<file path="src/rtl/irq_map.svh">
/*
  register offsets, bit positions, reset values for the timer and pin change irq block.
  assumes a 32-bit apb bus with byte addresses and word-aligned registers.
*/
`ifndef IRQ_MAP_SVH
`define IRQ_MAP_SVH
// ----------------------------------------
// register offsets
// ----------------------------------------
`define OFS_INTCTL   12'h000
`define OFS_INTCTL2  12'h004
`define OFS_TMRCTL   12'h008
`define OFS_TMRCNT   12'h00C
`define OFS_SHADOW   12'h010
`define OFS_STACK    12'h014
// ----------------------------------------
// field positions
// ----------------------------------------
`define BIT_TOF_IE   5
`define BIT_PC_IE    3
`define BIT_TOF_FLAG 2
`define BIT_PC_FLAG  0
`define BIT_TOF_PRI  2
`define BIT_PC_PRI   0
`define BIT_TMR_RUN  0
`define BIT_TMR_W16  1
// ----------------------------------------
// reset values and wrap points
// ----------------------------------------
`define RST_BYTE     8'h00
`define RST_COUNT    16'h0000
`define MAX8         8'hFF
`define MAX16        16'hFFFF
`endif

</file>
<file path="src/rtl/irq_pkg.sv">
/*
  types for the timer and pin change irq block.
  assumes nothing of its surroundings.
*/
package irq_pkg;
  typedef enum logic {WIDTH8_T = 1'b0, WIDTH16_T = 1'b1} timer_width_t;
  typedef logic [20:0] pc_addr_t;
  typedef logic [7:0]  byte_t;
endpackage

</file>
<file path="src/rtl/timer_and_pin_change_irq.sv">
/*
  timer overflow and upper nibble pin change interrupt sources with apb registers,
  return address stack and one-deep fast return shadow.
  assumes the core pulses irq_accept for one cycle when it takes an interrupt and
  ret_pop when it returns; port pins are asynchronous.
*/
// Operation
// (RULE1) 8-bit mode: FFh to 00h sets flag
// (RULE2) 16-bit mode: FFFFh to 0000h sets flag
// (RULE3) timer request passes only when enabled
// (RULE4) timer priority bit routes high or low
// (RULE5) any change on pins 7:4 sets flag
// (RULE6) pin request passes only when enabled
// (RULE7) pin priority bit routes high or low
// (RULE8) accept pushes return address onto stack
// (RULE9) accept copies working, status, bank to shadow
// (RULE10) flags set always, held until software clears
`timescale 1ns/1ns
`default_nettype none
`include "irq_map.svh"
module timer_and_pin_change_irq
  import irq_pkg::*;
#(
  parameter int STACK_DEPTH = 31
) (
  input  wire logic        ref_clk,
  input  wire logic        rst,
  input  wire logic        psel,
  input  wire logic        penable,
  input  wire logic        pwrite,
  input  wire logic [11:0] paddr,
  input  wire logic [31:0] pwdata,
  output logic             pready,
  output logic [31:0]      prdata,
  output logic             pslverr,
  input  wire logic [3:0]  upper_nibble_input_port,
  input  wire logic        irq_accept,
  input  wire logic        ret_pop,
  input  wire pc_addr_t    program_counter,
  input  wire byte_t       working_accumulator,
  input  wire byte_t       status_value,
  input  wire byte_t       bank_select_reg,
  output logic             irq_high,
  output logic             irq_low,
  output pc_addr_t         return_addr,
  output byte_t            shadow_working,
  output byte_t            shadow_status,
  output byte_t            shadow_bank
);
  // ----------------------------------------
  // elaboration check
  // ----------------------------------------
  generate
    if (STACK_DEPTH < 2 || STACK_DEPTH > 31) begin : bad_depth
      $error("STACK_DEPTH must lie in 2..31");
    end
  endgenerate

  // ----------------------------------------
  // apb slave
  // ----------------------------------------
  logic        pready_ff, pslverr_ff;
  logic [31:0] prdata_ff, nxt_rdata;
  logic        nxt_unmapped;
  logic        tof_flag_ff, pc_flag_ff, tof_ie_ff, pc_ie_ff, tof_pri_ff, pc_pri_ff;
  logic        run_ff;
  timer_width_t width_ff;
  logic [15:0] count_ff;
  logic [4:0]  sp_ff;
  wire         setup  = psel & ~penable;
  wire         wr_go  = psel & penable & pready_ff & pwrite;
  wire         wr_ctl = wr_go & (paddr == `OFS_INTCTL);

  // read mux and decode
  always_comb begin
    nxt_rdata    = 32'h0000_0000;
    nxt_unmapped = 1'b0;
    case (paddr)
      `OFS_INTCTL: begin
        nxt_rdata[`BIT_TOF_IE]   = tof_ie_ff;
        nxt_rdata[`BIT_PC_IE]    = pc_ie_ff;
        nxt_rdata[`BIT_TOF_FLAG] = tof_flag_ff;
        nxt_rdata[`BIT_PC_FLAG]  = pc_flag_ff;
      end
      `OFS_INTCTL2: begin
        nxt_rdata[`BIT_TOF_PRI] = tof_pri_ff;
        nxt_rdata[`BIT_PC_PRI]  = pc_pri_ff;
      end
      `OFS_TMRCTL: begin
        nxt_rdata[`BIT_TMR_RUN] = run_ff;
        nxt_rdata[`BIT_TMR_W16] = width_ff;
      end
      `OFS_TMRCNT: nxt_rdata[15:0] = count_ff;
      `OFS_SHADOW: nxt_rdata[23:0] = {shadow_bank, shadow_status, shadow_working};
      `OFS_STACK:  nxt_rdata = {6'h00, sp_ff, return_addr};
      default:     nxt_unmapped = 1'b1;
    endcase
  end

  // zero-wait answer in the first access cycle
  always_ff @(posedge ref_clk or posedge rst) begin
    if (rst) begin
      pready_ff  <= 1'b0;
      pslverr_ff <= 1'b0;
      prdata_ff  <= 32'h0000_0000;
    end else begin
      pready_ff  <= setup;
      pslverr_ff <= setup & nxt_unmapped;
      prdata_ff  <= (setup & ~pwrite) ? nxt_rdata : 32'h0000_0000;
    end
  end
  assign pready  = pready_ff;
  assign pslverr = pslverr_ff;
  assign prdata  = prdata_ff;

  // ----------------------------------------
  // control and priority bits
  // ----------------------------------------
  always_ff @(posedge ref_clk or posedge rst) begin
    if (rst) begin
      tof_ie_ff  <= 1'b0;
      pc_ie_ff   <= 1'b0;
      tof_pri_ff <= 1'b1;
      pc_pri_ff  <= 1'b1;
      run_ff     <= 1'b0;
      width_ff   <= WIDTH8_T;
    end else begin
      if (wr_ctl) begin
        tof_ie_ff <= pwdata[`BIT_TOF_IE];
        pc_ie_ff  <= pwdata[`BIT_PC_IE];
      end
      if (wr_go && paddr == `OFS_INTCTL2) begin
        tof_pri_ff <= pwdata[`BIT_TOF_PRI];
        pc_pri_ff  <= pwdata[`BIT_PC_PRI];
      end
      if (wr_go && paddr == `OFS_TMRCTL) begin
        run_ff   <= pwdata[`BIT_TMR_RUN];
        width_ff <= timer_width_t'(pwdata[`BIT_TMR_W16]);
      end
    end
  end

  // ----------------------------------------
  // timer and overflow detection
  // ----------------------------------------
  wire wrap8  = run_ff & (width_ff == WIDTH8_T) & (count_ff[7:0] == `MAX8);
  wire wrap16 = run_ff & (width_ff == WIDTH16_T) & (count_ff == `MAX16);
  wire tof_ev = ~(wr_go & (paddr == `OFS_TMRCNT)) & (wrap8 | wrap16);

  // count; a software load wins over the increment
  always_ff @(posedge ref_clk or posedge rst) begin
    if (rst) begin
      count_ff <= `RST_COUNT;
    end else if (wr_go && paddr == `OFS_TMRCNT) begin
      count_ff <= pwdata[15:0];
    end else if (run_ff) begin
      count_ff <= count_ff + 16'h0001;
    end
  end

  // ----------------------------------------
  // pin change detection
  // ----------------------------------------
  logic [3:0] pin_s1_ff, pin_s2_ff, pin_prev_ff;
  always_ff @(posedge ref_clk or posedge rst) begin
    if (rst) begin
      pin_s1_ff   <= 4'h0;
      pin_s2_ff   <= 4'h0;
      pin_prev_ff <= 4'h0;
    end else begin
      pin_s1_ff   <= upper_nibble_input_port;
      pin_s2_ff   <= pin_s1_ff;
      pin_prev_ff <= pin_s2_ff;
    end
  end
  wire pc_ev = |(pin_s2_ff ^ pin_prev_ff); // RULE5

  // ----------------------------------------
  // sticky flags: set wins, software writes 0 to clear
  // ----------------------------------------
  always_ff @(posedge ref_clk or posedge rst) begin
    if (rst) begin
      tof_flag_ff <= 1'b0;
      pc_flag_ff  <= 1'b0;
    end else begin
      tof_flag_ff <= tof_ev | (tof_flag_ff & ~(wr_ctl & ~pwdata[`BIT_TOF_FLAG])); // RULE1 RULE2 RULE10
      pc_flag_ff  <= pc_ev | (pc_flag_ff & ~(wr_ctl & ~pwdata[`BIT_PC_FLAG]));    // RULE5 RULE10
    end
  end

  // ----------------------------------------
  // request gating and priority routing
  // ----------------------------------------
  logic irq_high_ff, irq_low_ff;
  wire  tof_req = tof_flag_ff & tof_ie_ff; // RULE3
  wire  pc_req  = pc_flag_ff & pc_ie_ff;   // RULE6
  always_ff @(posedge ref_clk or posedge rst) begin
    if (rst) begin
      irq_high_ff <= 1'b0;
      irq_low_ff  <= 1'b0;
    end else begin
      irq_high_ff <= (tof_req & tof_pri_ff) | (pc_req & pc_pri_ff);   // RULE4 RULE7
      irq_low_ff  <= (tof_req & ~tof_pri_ff) | (pc_req & ~pc_pri_ff); // RULE4 RULE7
    end
  end
  assign irq_high = irq_high_ff;
  assign irq_low  = irq_low_ff;

  // ----------------------------------------
  // return address stack; push ignored when full
  // ----------------------------------------
  pc_addr_t stack_mem [STACK_DEPTH];
  pc_addr_t top_ff;
  wire      push = irq_accept & (sp_ff != 5'(STACK_DEPTH));
  wire      pop  = ~irq_accept & ret_pop & (sp_ff != 5'h00);

  // stack storage
  always_ff @(posedge ref_clk) begin
    if (push) begin
      stack_mem[sp_ff] <= program_counter; // RULE8
    end
  end

  // pointer and top-of-stack copy
  always_ff @(posedge ref_clk or posedge rst) begin
    if (rst) begin
      sp_ff  <= 5'h00;
      top_ff <= 21'h000000;
    end else if (push) begin
      sp_ff  <= sp_ff + 5'h01;
      top_ff <= program_counter; // RULE8
    end else if (pop) begin
      sp_ff  <= sp_ff - 5'h01;
      top_ff <= (sp_ff > 5'h01) ? stack_mem[sp_ff - 5'h02] : 21'h000000;
    end
  end
  assign return_addr = top_ff;

  // ----------------------------------------
  // fast return shadow
  // ----------------------------------------
  byte_t sh_w_ff, sh_s_ff, sh_b_ff;
  always_ff @(posedge ref_clk or posedge rst) begin
    if (rst) begin
      sh_w_ff <= `RST_BYTE;
      sh_s_ff <= `RST_BYTE;
      sh_b_ff <= `RST_BYTE;
    end else if (irq_accept) begin
      sh_w_ff <= working_accumulator; // RULE9
      sh_s_ff <= status_value;        // RULE9
      sh_b_ff <= bank_select_reg;     // RULE9
    end
  end
  assign shadow_working = sh_w_ff;
  assign shadow_status  = sh_s_ff;
  assign shadow_bank    = sh_b_ff;

  // ----------------------------------------
  // assertions
  // ----------------------------------------
  wrap8_flag_a: assert property (@(posedge ref_clk) disable iff (rst) // RULE1
    run_ff && width_ff == WIDTH8_T && count_ff[7:0] == 8'hFF && !wr_go |=> tof_flag_ff)
    else $error("8-bit wrap did not set flag");
  wrap16_flag_a: assert property (@(posedge ref_clk) disable iff (rst) // RULE2
    !tof_flag_ff && width_ff == WIDTH16_T && count_ff != 16'hFFFF ##1 !wr_go
    |=> !tof_flag_ff || $past(count_ff, 2) == 16'hFFFF || $past(count_ff) == 16'hFFFF)
    else $error("16-bit flag set without full wrap");
  tof_gate_a: assert property (@(posedge ref_clk) disable iff (rst) // RULE3
    !tof_ie_ff && !pc_flag_ff |=> !irq_high_ff && !irq_low_ff)
    else $error("timer request passed while disabled");
  tof_route_a: assert property (@(posedge ref_clk) disable iff (rst) // RULE4
    tof_req && !pc_req |=> irq_high_ff == $past(tof_pri_ff) && irq_low_ff == !$past(tof_pri_ff))
    else $error("timer priority misrouted");
  pin_flag_a: assert property (@(posedge ref_clk) disable iff (rst) // RULE5
    $changed(pin_s2_ff) ##1 1'b1 |-> pc_flag_ff)
    else $error("pin change did not set flag");
  pin_gate_a: assert property (@(posedge ref_clk) disable iff (rst) // RULE6
    pc_flag_ff && !pc_ie_ff && !tof_req |=> !irq_high_ff && !irq_low_ff)
    else $error("pin request passed while disabled");
  pin_route_a: assert property (@(posedge ref_clk) disable iff (rst) // RULE7
    pc_req && !tof_req |=> irq_high_ff == $past(pc_pri_ff) && irq_low_ff != $past(pc_pri_ff))
    else $error("pin priority misrouted");
  stack_push_a: assert property (@(posedge ref_clk) disable iff (rst) // RULE8
    irq_accept && sp_ff < 5'(STACK_DEPTH)
    |=> sp_ff == $past(sp_ff) + 5'h01 && return_addr == $past(program_counter))
    else $error("return address not pushed");
  shadow_copy_a: assert property (@(posedge ref_clk) disable iff (rst) // RULE9
    irq_accept |=> shadow_working == $past(working_accumulator)
      && shadow_status == $past(status_value) && shadow_bank == $past(bank_select_reg))
    else $error("shadow not captured");
  flag_hold_a: assert property (@(posedge ref_clk) disable iff (rst) // RULE10
    pc_flag_ff && !(wr_ctl && !pwdata[0]) |=> pc_flag_ff)
    else $error("flag dropped without clear");
endmodule
`default_nettype wire

</file>
<file path="config.mk">
export PLATFORM = sky130hd
export DESIGN_NAME = timer_and_pin_change_irq
export DESIGN_NICKNAME = d
export VERILOG_FILES = /design/src/rtl/irq_pkg.sv /design/src/rtl/timer_and_pin_change_irq.sv
export VERILOG_INCLUDE_DIRS = /design/src /design/src/rtl
export SDC_FILE = /design/constraint.sdc
export NUM_CORES = 1
export LEC_CHECK = 0
export BUFFER_PORTS_ARGS = -buffer_cell sky130_fd_sc_hd__buf_2
export CAP_MARGIN = 15
export CORE_MARGIN = 2
export CORE_UTILIZATION = 50
export CTS_BUF_LIST = sky130_fd_sc_hd__clkbuf_2 sky130_fd_sc_hd__clkbuf_4 sky130_fd_sc_hd__clkbuf_8
export CTS_CLUSTER_DIAMETER = 200
export DETAILED_ROUTE_END_ITERATION = 12
export PLACE_DENSITY = 0.7
export SLEW_MARGIN = 20
export SYNTH_ARGS = -nofsm -noshare
export SYNTH_HDL_FRONTEND = slang
export SYNTH_SLANG_ARGS = --single-unit
</file>
<file path="constraint.sdc">
create_clock -name ref_clk -period 11.1 [get_ports ref_clk]
set_clock_uncertainty 0.1 [all_clocks]
set_input_delay 3.33 -clock ref_clk [delete_from_list [all_inputs] [get_ports ref_clk]]
set_output_delay 3.33 -clock ref_clk [all_outputs]
set_load 0.02 [all_outputs]
</file>
==> flow_metrics.env, run 1 <==
export IMPL_clkLatencyLatePin_ps=740
export IMPL_synth_compound_area_share_pct=4.288
export IMPL_die_x_um=251.3
export IMPL_htreeDepth=3
export IMPL_avgRoutedWirePerCell_um=25.92
export IMPL_synth_seq_cells=767
export IMPL_synth_common_cells="edfxtp_1, mux4_2, dfrtp_1, nor2_1, mux2i_1"
export IMPL_antenna_found_initial=5
export IMPL_grt_max_degree=71
export IMPL_setup_viol=0
export IMPL_outcome="completed"
export IMPL_cts_sinks=767
export IMPL_synth_top_cell_area_share_pct=63.93
export IMPL_grtUsageTotal_pct=22.55
export IMPL_cp_required_ps=11420
export IMPL_grt_pass1_vias=16490
export IMPL_p_leak_nw=11.93
export IMPL_postRouteAntennaNets=0
export IMPL_worst_ep_arrival_time_ps=6240
export IMPL_power_w=0.008361
export IMPL_yosys_warnings=0
export IMPL_post_place_ws_ps=4519
export IMPL_cts_root_buf="clkbuf_8"
export IMPL_final_nets=1954
export IMPL_synth_seq_area_share_pct=73.43
export IMPL_p_per_area_mw_per_mm2=242.1
export IMPL_yosysTopAreaCell="edfxtp_1"
export IMPL_placed_cells=2507
export IMPL_synth_top_family_by_area="multiplexers"
export IMPL_timing_fmax_mhz=168.7
export IMPL_rows=90
export IMPL_ir_drop_mv=0.1912
export IMPL_coreArea_mm2=0.06036
export IMPL_whs_ps=247.8
export IMPL_grt_pass1_wl_mm=104.1
export IMPL_postCtsSetupRepairBufs=0
export IMPL_relSlewSlack_pct=22.31
export IMPL_crit_fanout=27
export IMPL_ctsHoldBuffers=0
export IMPL_drive_above_1_share_pct=32.09
export IMPL_syn_area_per_cell_um2=18.85
export IMPL_vias=16380
export IMPL_tritoncts="done"
export IMPL_start_util_pct=50.66
export IMPL_fin_cells=2723
export IMPL_tns_ps=0
export IMPL_gp_congestion=0.8815
export IMPL_die_y_um=251.3
export IMPL_pin_count=181
export IMPL_ys_async_sr_fraction_pct=15.12
export IMPL_cp_end_kind="flip-flop"
export IMPL_area_growth_syn_to_layout_pct=12.96
export IMPL_cts_buffer_depth=3
export IMPL_synth_area_leaders="edfxtp_1, mux4_2, dfrtp_1, mux2i_1, mux2_2"
export IMPL_dieArea_mm2=0.06315
export IMPL_cts_buffers=117
export IMPL_dr_pass1_iters=6
export IMPL_rsz0062_at_grt="no"
export IMPL_rrSetupSlack_ps=6910
export IMPL_syn_inst=1622
export IMPL_clk_pin_slew_worst_paths_ps=60
export IMPL_period_needed_ps=5928
export IMPL_ctsResizeCount=0
export IMPL_synth_most_common_cell="edfxtp_1"
export IMPL_fin_ws_ps=5172
export IMPL_drv_cap=0
export IMPL_syn_cell_area_mm2=0.03058
export IMPL_post_dp_hpwl_mm=41.93
export IMPL_io_buffer_count=158
export IMPL_synth_top_flop_cell="edfxtp_1"
export IMPL_finalCritPeriodShare_pct=53.41
export IMPL_synthDistinctLibCells=63
export IMPL_worst_pin_slew_ps=1165
export IMPL_finalMaxSlewViolations=0
export IMPL_critPathLaunchType="input port"
export IMPL_yosys_area_share_adder_pct=0.4092
export IMPL_wl_mm=70.59
export IMPL_fillerInstances=4488
export IMPL_critical_path_class="input port to flip-flop"
export IMPL_report_final_hold_viol_count=0
export IMPL_hp_class="flip-flop to flip-flop"
export IMPL_synth_xor_area_share_pct=0.8511
export IMPL_muxShareOfSynthArea_pct=15.13
export IMPL_yosys_area_share_simple_pct=3.793
export IMPL_viasPerCell=6.016
export IMPL_drtIter0Drc=1565
export IMPL_gr_total_overflow=0
export IMPL_synth_edf_count=651
export IMPL_route_detailed_drc=0
-- cell type report --
class / count / area (um2) / area share, %
clock inverters: 47 / 281.5 / 0.8150
inverters: 9 / 36.28 / 0.1050
well taps: 782 / 978.4 / 2.833
repair buffers: 199 / 1099 / 3.180
clock buffers: 166 / 2022 / 5.854
multi-input cells: 750 / 7655 / 22.16
diodes: 3 / 7.507 / 0.02173
flip-flops and latches: 767 / 22460 / 65.03
-- routing by layer --
metal	part of all wire, %	up-vias	global-route usage (%)
met5	0.040	-	0
met4	2.7	6	8.146
met3	8.7	126	4.566
met2	49	820	37.06
met1	40	8437	30.20
li1	-	6992	-
-- flip-flops by register name, summed over array words and instances (netlist names) --
| register | cells |
|---|---|
| stack_mem | 651 |
| prdata | 26 |
| return_addr | 21 |
| count_ff | 16 |
| shadow_bank | 8 |
| shadow_status | 8 |
| shadow_working | 8 |
| sp_ff | 5 |
| pin_prev_ff | 4 |
| pin_s1_ff | 4 |
| pin_s2_ff | 4 |
| irq_high | 1 |
| irq_low | 1 |
| pc_flag_ff | 1 |
| pc_ie_ff | 1 |
| pc_pri_ff | 1 |
| pready | 1 |
| pslverr | 1 |
| run_ff | 1 |
| tof_flag_ff | 1 |
| tof_ie_ff | 1 |
| tof_pri_ff | 1 |
| width_ff | 1 |
-- kinds of logic (layout without fill, tap and decap cells) --
group | Yosys count | after routing
AO/OA/AOI/OAI | 183 | 183
XOR/XNOR | 28 | 28
adder cells (fa/ha/maj) | 10 | 10
buffers and inverters | 110 | 421
flip-flops | 767 | 767
multiplexers | 271 | 271
other | 1 | 9
AND/OR/NAND/NOR | 252 | 252
-- critical path: stages --
cell and delay (ps):
buf_2 80, buf_4 360, nor2b_2 530, buf_4 390, nand2_1 360, nor2_2 730, buf_4 410
-- layout by cell type (no fill, tap or decap), types with 7 or more instances in the layout --
cell type  count
xnor2_1       16
mux4_2       149
nor3_1         9
o21ai_1       33
o31ai_1       12
a311o_1        9
xor2_1         9
buf_2        158
and3_1        17
buf_4         41
inv_1          7
clkbuf_4      42
clkinv_2      13
o211ai_1       8
a211oi_1      28
clkbuf_8     124
a2111oi_0     12
nand3_1       20
a21oi_1       27
dfrtp_1      112
nand2_1       65
mux2i_1       82
a32oi_1       12
mux2_2        38
nor2_1        69
clkinv_1      26
ha_1           9
edfxtp_1     651
a2bb2oi_1     12
nor2_2        25
nor2_4         7
nand4_1        7
o22a_1         8
-- report_power, final --
| part | internal [W] | leakage, nW | switching (W) | total, W |
|---|---|---|---|---|
| Clock | 0.00120 | 1.22 | 0.00107 | 0.00227 |
| Combinational | 0.00105 | 3.47 | 0.00151 | 0.00256 |
| Sequential | 0.00334 | 7.24 | 0.000191 | 0.00353 |
| Total | 0.00559 | 11.9 | 0.00277 | 0.00836 |
-- path summary, 6_finish.rpt --
| kind | endpoint | cells after the start | startpoint |
|---|---|---|---|
| worst min register to register | pin_s2_ff[0] | 0 | pin_s1_ff[0] |
| max in group asynchronous | sp_ff[0] | 3 | rst |
| worst min-delay path | pin_s2_ff[0] | 0 | pin_s1_ff[0] |
| worst max-delay path | stack_mem[8][16] | 7 | irq_accept |
| min in group asynchronous | pin_s1_ff[3] | 2 | rst |
| worst max register to register | return_addr[3] | 8 | sp_ff[2] |
-- stage by stage --
step	utilization [%]	area [um2]
floorplan	-	30600
global placement	53.39	32220
detailed placement	53.39	32220
CTS	57.21	34530
global route	57.21	34530
finish	57.23	34540
Power figures use the tool's default switching activity.
==> inputs of run 2 (changes only) <==
--- a/config.mk
+++ b/config.mk
@@ -13,7 +13,7 @@
 export CTS_BUF_LIST = sky130_fd_sc_hd__clkbuf_2 sky130_fd_sc_hd__clkbuf_4 sky130_fd_sc_hd__clkbuf_8
 export CTS_CLUSTER_DIAMETER = 200
 export DETAILED_ROUTE_END_ITERATION = 12
-export PLACE_DENSITY = 0.7
+export PLACE_DENSITY = 0.72
 export SLEW_MARGIN = 20
 export SYNTH_ARGS = -nofsm -noshare
 export SYNTH_HDL_FRONTEND = slang
==> constraint.sdc (replaced) <==
create_clock -name ref_clk -period 4.9 [get_ports ref_clk]
set_clock_uncertainty 0.1 [all_clocks]
set_input_delay 1.47 -clock ref_clk [delete_from_list [all_inputs] [get_ports ref_clk]]
set_output_delay 1.47 -clock ref_clk [all_outputs]
set_load 0.02 [all_outputs]
==> run 2 against run 1 <==
Net effect:
- critical path depth unchanged
- highest routed layer unchanged
- critical endpoint is now stack_mem[9][12]
- hold slack hardly changed
- first-iteration DRC count is 21% higher
- power grew 130%
- largest cell class unchanged
- wire length is 2.0% higher
- utilization grew 0.59 points
==> flow_metrics.env, run 2 (synthesis results as in run 1) <==
export IMPL_rows=90
export IMPL_cts_root_buf="clkbuf_8"
export IMPL_setup_viol=0
export IMPL_cp_slowest_cell="dfrtp_4"
export IMPL_ir_drop_mv=0.5559
export IMPL_rsz0062_at_grt="no"
export IMPL_grt_pass1_vias=16670
export IMPL_rrSetupSlack_ps=1100
export IMPL_die_y_um=251.3
export IMPL_worst_ep_arrival_time_ps=4090
export IMPL_io_buffer_count=158
export IMPL_power_w=0.01946
export IMPL_pin_count=181
export IMPL_p_per_area_mw_per_mm2=557.6
export IMPL_timing_fmax_mhz=263.3
export IMPL_route_detailed_drc=0
export IMPL_die_x_um=251.3
export IMPL_final_nets=1965
export IMPL_grtUsageTotal_pct=23.11
export IMPL_finalMaxSlewViolations=0
export IMPL_regMostFlops="stack_mem"
export IMPL_cts_sinks=767
export IMPL_gr_total_overflow=0
export IMPL_postCtsSetupRepairBufs=0
export IMPL_htreeDepth=3
export IMPL_place_area_mm2=0.03240
export IMPL_tns_ps=0
export IMPL_worst_pin_slew_ps=1163
export IMPL_cts_buffer_depth=3
export IMPL_postRouteAntennaNets=0
export IMPL_drv_cap=0
export IMPL_cts_buffers=117
export IMPL_avgRoutedWirePerCell_um=26.29
export IMPL_cp_end_kind="flip-flop"
export IMPL_antenna_cells=0
export IMPL_vias=16500
export IMPL_viasPerCell=6.025
export IMPL_dr_pass1_iters=6
export IMPL_outcome="completed"
export IMPL_crit_fanout=52
export IMPL_critical_path_class="flip-flop to flip-flop"
export IMPL_cp_required_ps=5190
export IMPL_ctsHoldBuffers=0
export IMPL_largest_register_ffs=651
export IMPL_slowest_delay_ps=740
export IMPL_fillerInstances=4459
export IMPL_path_cells="ha_1 -> and3_1 -> ha_1 -> nor2b_2 -> nand2_1 -> nor2_2 -> buf_4"
export IMPL_finalCritPeriodShare_pct=77.50
export IMPL_report_final_hold_viol_count=0
export IMPL_tritoncts="done"
export IMPL_whs_ps=247.6
export IMPL_hp_class="flip-flop to flip-flop"
export IMPL_grt_max_degree=148
export IMPL_relSlewSlack_pct=22.45
export IMPL_grt_pass1_wl_mm=106.4
export IMPL_cp_common_cell="ha_1"
export IMPL_wl_mm=71.99
export IMPL_clk_pin_slew_worst_paths_ps=60
export IMPL_final_area_mm2=0.03490
export IMPL_start_util_pct=50.66
export IMPL_gp_congestion=0.8763
export IMPL_drive_above_1_share_pct=33.13
export IMPL_area_growth_syn_to_layout_pct=14.12
export IMPL_coreArea_mm2=0.06036
export IMPL_critPathLaunchType="flip-flop"
export IMPL_antenna_found_initial=4
export IMPL_dieArea_mm2=0.06315
export IMPL_ctsResizeCount=0
export IMPL_final_cell_mix="edfxtp_1, buf_2, mux4_2"
export IMPL_clkLatencyLatePin_ps=720
export IMPL_period_needed_ps=3797
export IMPL_final_common_cell="edfxtp_1"
export IMPL_p_leak_nw=12.13
export IMPL_drtIter0Drc=1898
export IMPL_post_dp_hpwl_mm=42.96
## run 2: changes by cell type in the layout (fill, tap and decap cells not counted), moves of 2 or more
cell / before / now
buf_12: 0 / 10
clkinv_1: 26 / 18
nor2_2: 25 / 32
nor2_4: 7 / 0
clkbuf_8: 124 / 130
clkinv_2: 13 / 19
bufinv_16: 1 / 6
diode_2: 3 / 0
clkinv_8: 2 / 0
inv_12: 2 / 0
## run 2: layout make-up
cell class	count	area [um2]	share of cell area [%]
timing repair buffer	210	1306	3.743
clock buffer	172	2105	6.031
inverter	9	38.79	0.1112
tap	782	978.4	2.804
multi-input combinational	750	7620	21.84
sequential	767	22460	64.37
clock inverter	48	386.6	1.108
## run 2: critical path, delay by kind of cell, from the launching register on
| kind | cells | cell delay (ps) |
|---|---|---|
| adder cells (fa/ha/maj) | 2 | 510 |
| flip-flops | 1 | 740 |
| buffers and inverters | 1 | 380 |
| AND/OR/NAND/NOR | 4 | 1730 |
## run 2: metrics by stage
stage,setup WS [ps],utilization [%],instances
4_1_cts,1101,57.81,2738
5_1_grt,947.1,57.82,2738
6_report,1103,57.82,2738
3_5_place_dp,858.1,53.68,2518
2_1_floorplan,260.9,-,1627
3_3_place_gp,875.9,53.68,2518
## run 2: routing by layer
metal / vias up / GRT usage (%) / share of wire, %
met5: - / 0 / 0.018
met4: 2 / 7.517 / 2.8
met2: 860 / 37.55 / 49
li1: 7010 / - / -
met1: 8467 / 31.30 / 40
met3: 157 / 5.208 / 8.9
## run 2: path summary, 6_finish.rpt
check,from,end,cells past startpoint
min in group asynchronous,rst,shadow_working[0],2
max,sp_ff[1],stack_mem[9][12],7
max in group asynchronous,rst,shadow_status[1],3
max reg2reg,sp_ff[1],stack_mem[9][12],7
min,pin_s1_ff[2],pin_s2_ff[2],0
min reg2reg,pin_s1_ff[2],pin_s2_ff[2],0
## run 2: where the power goes
group / internal [W] / switching, W
Sequential: 0.00756 / 0.000536
Combinational: 0.00247 / 0.00338
Clock: 0.00308 / 0.00243
Total: 0.0131 / 0.00634
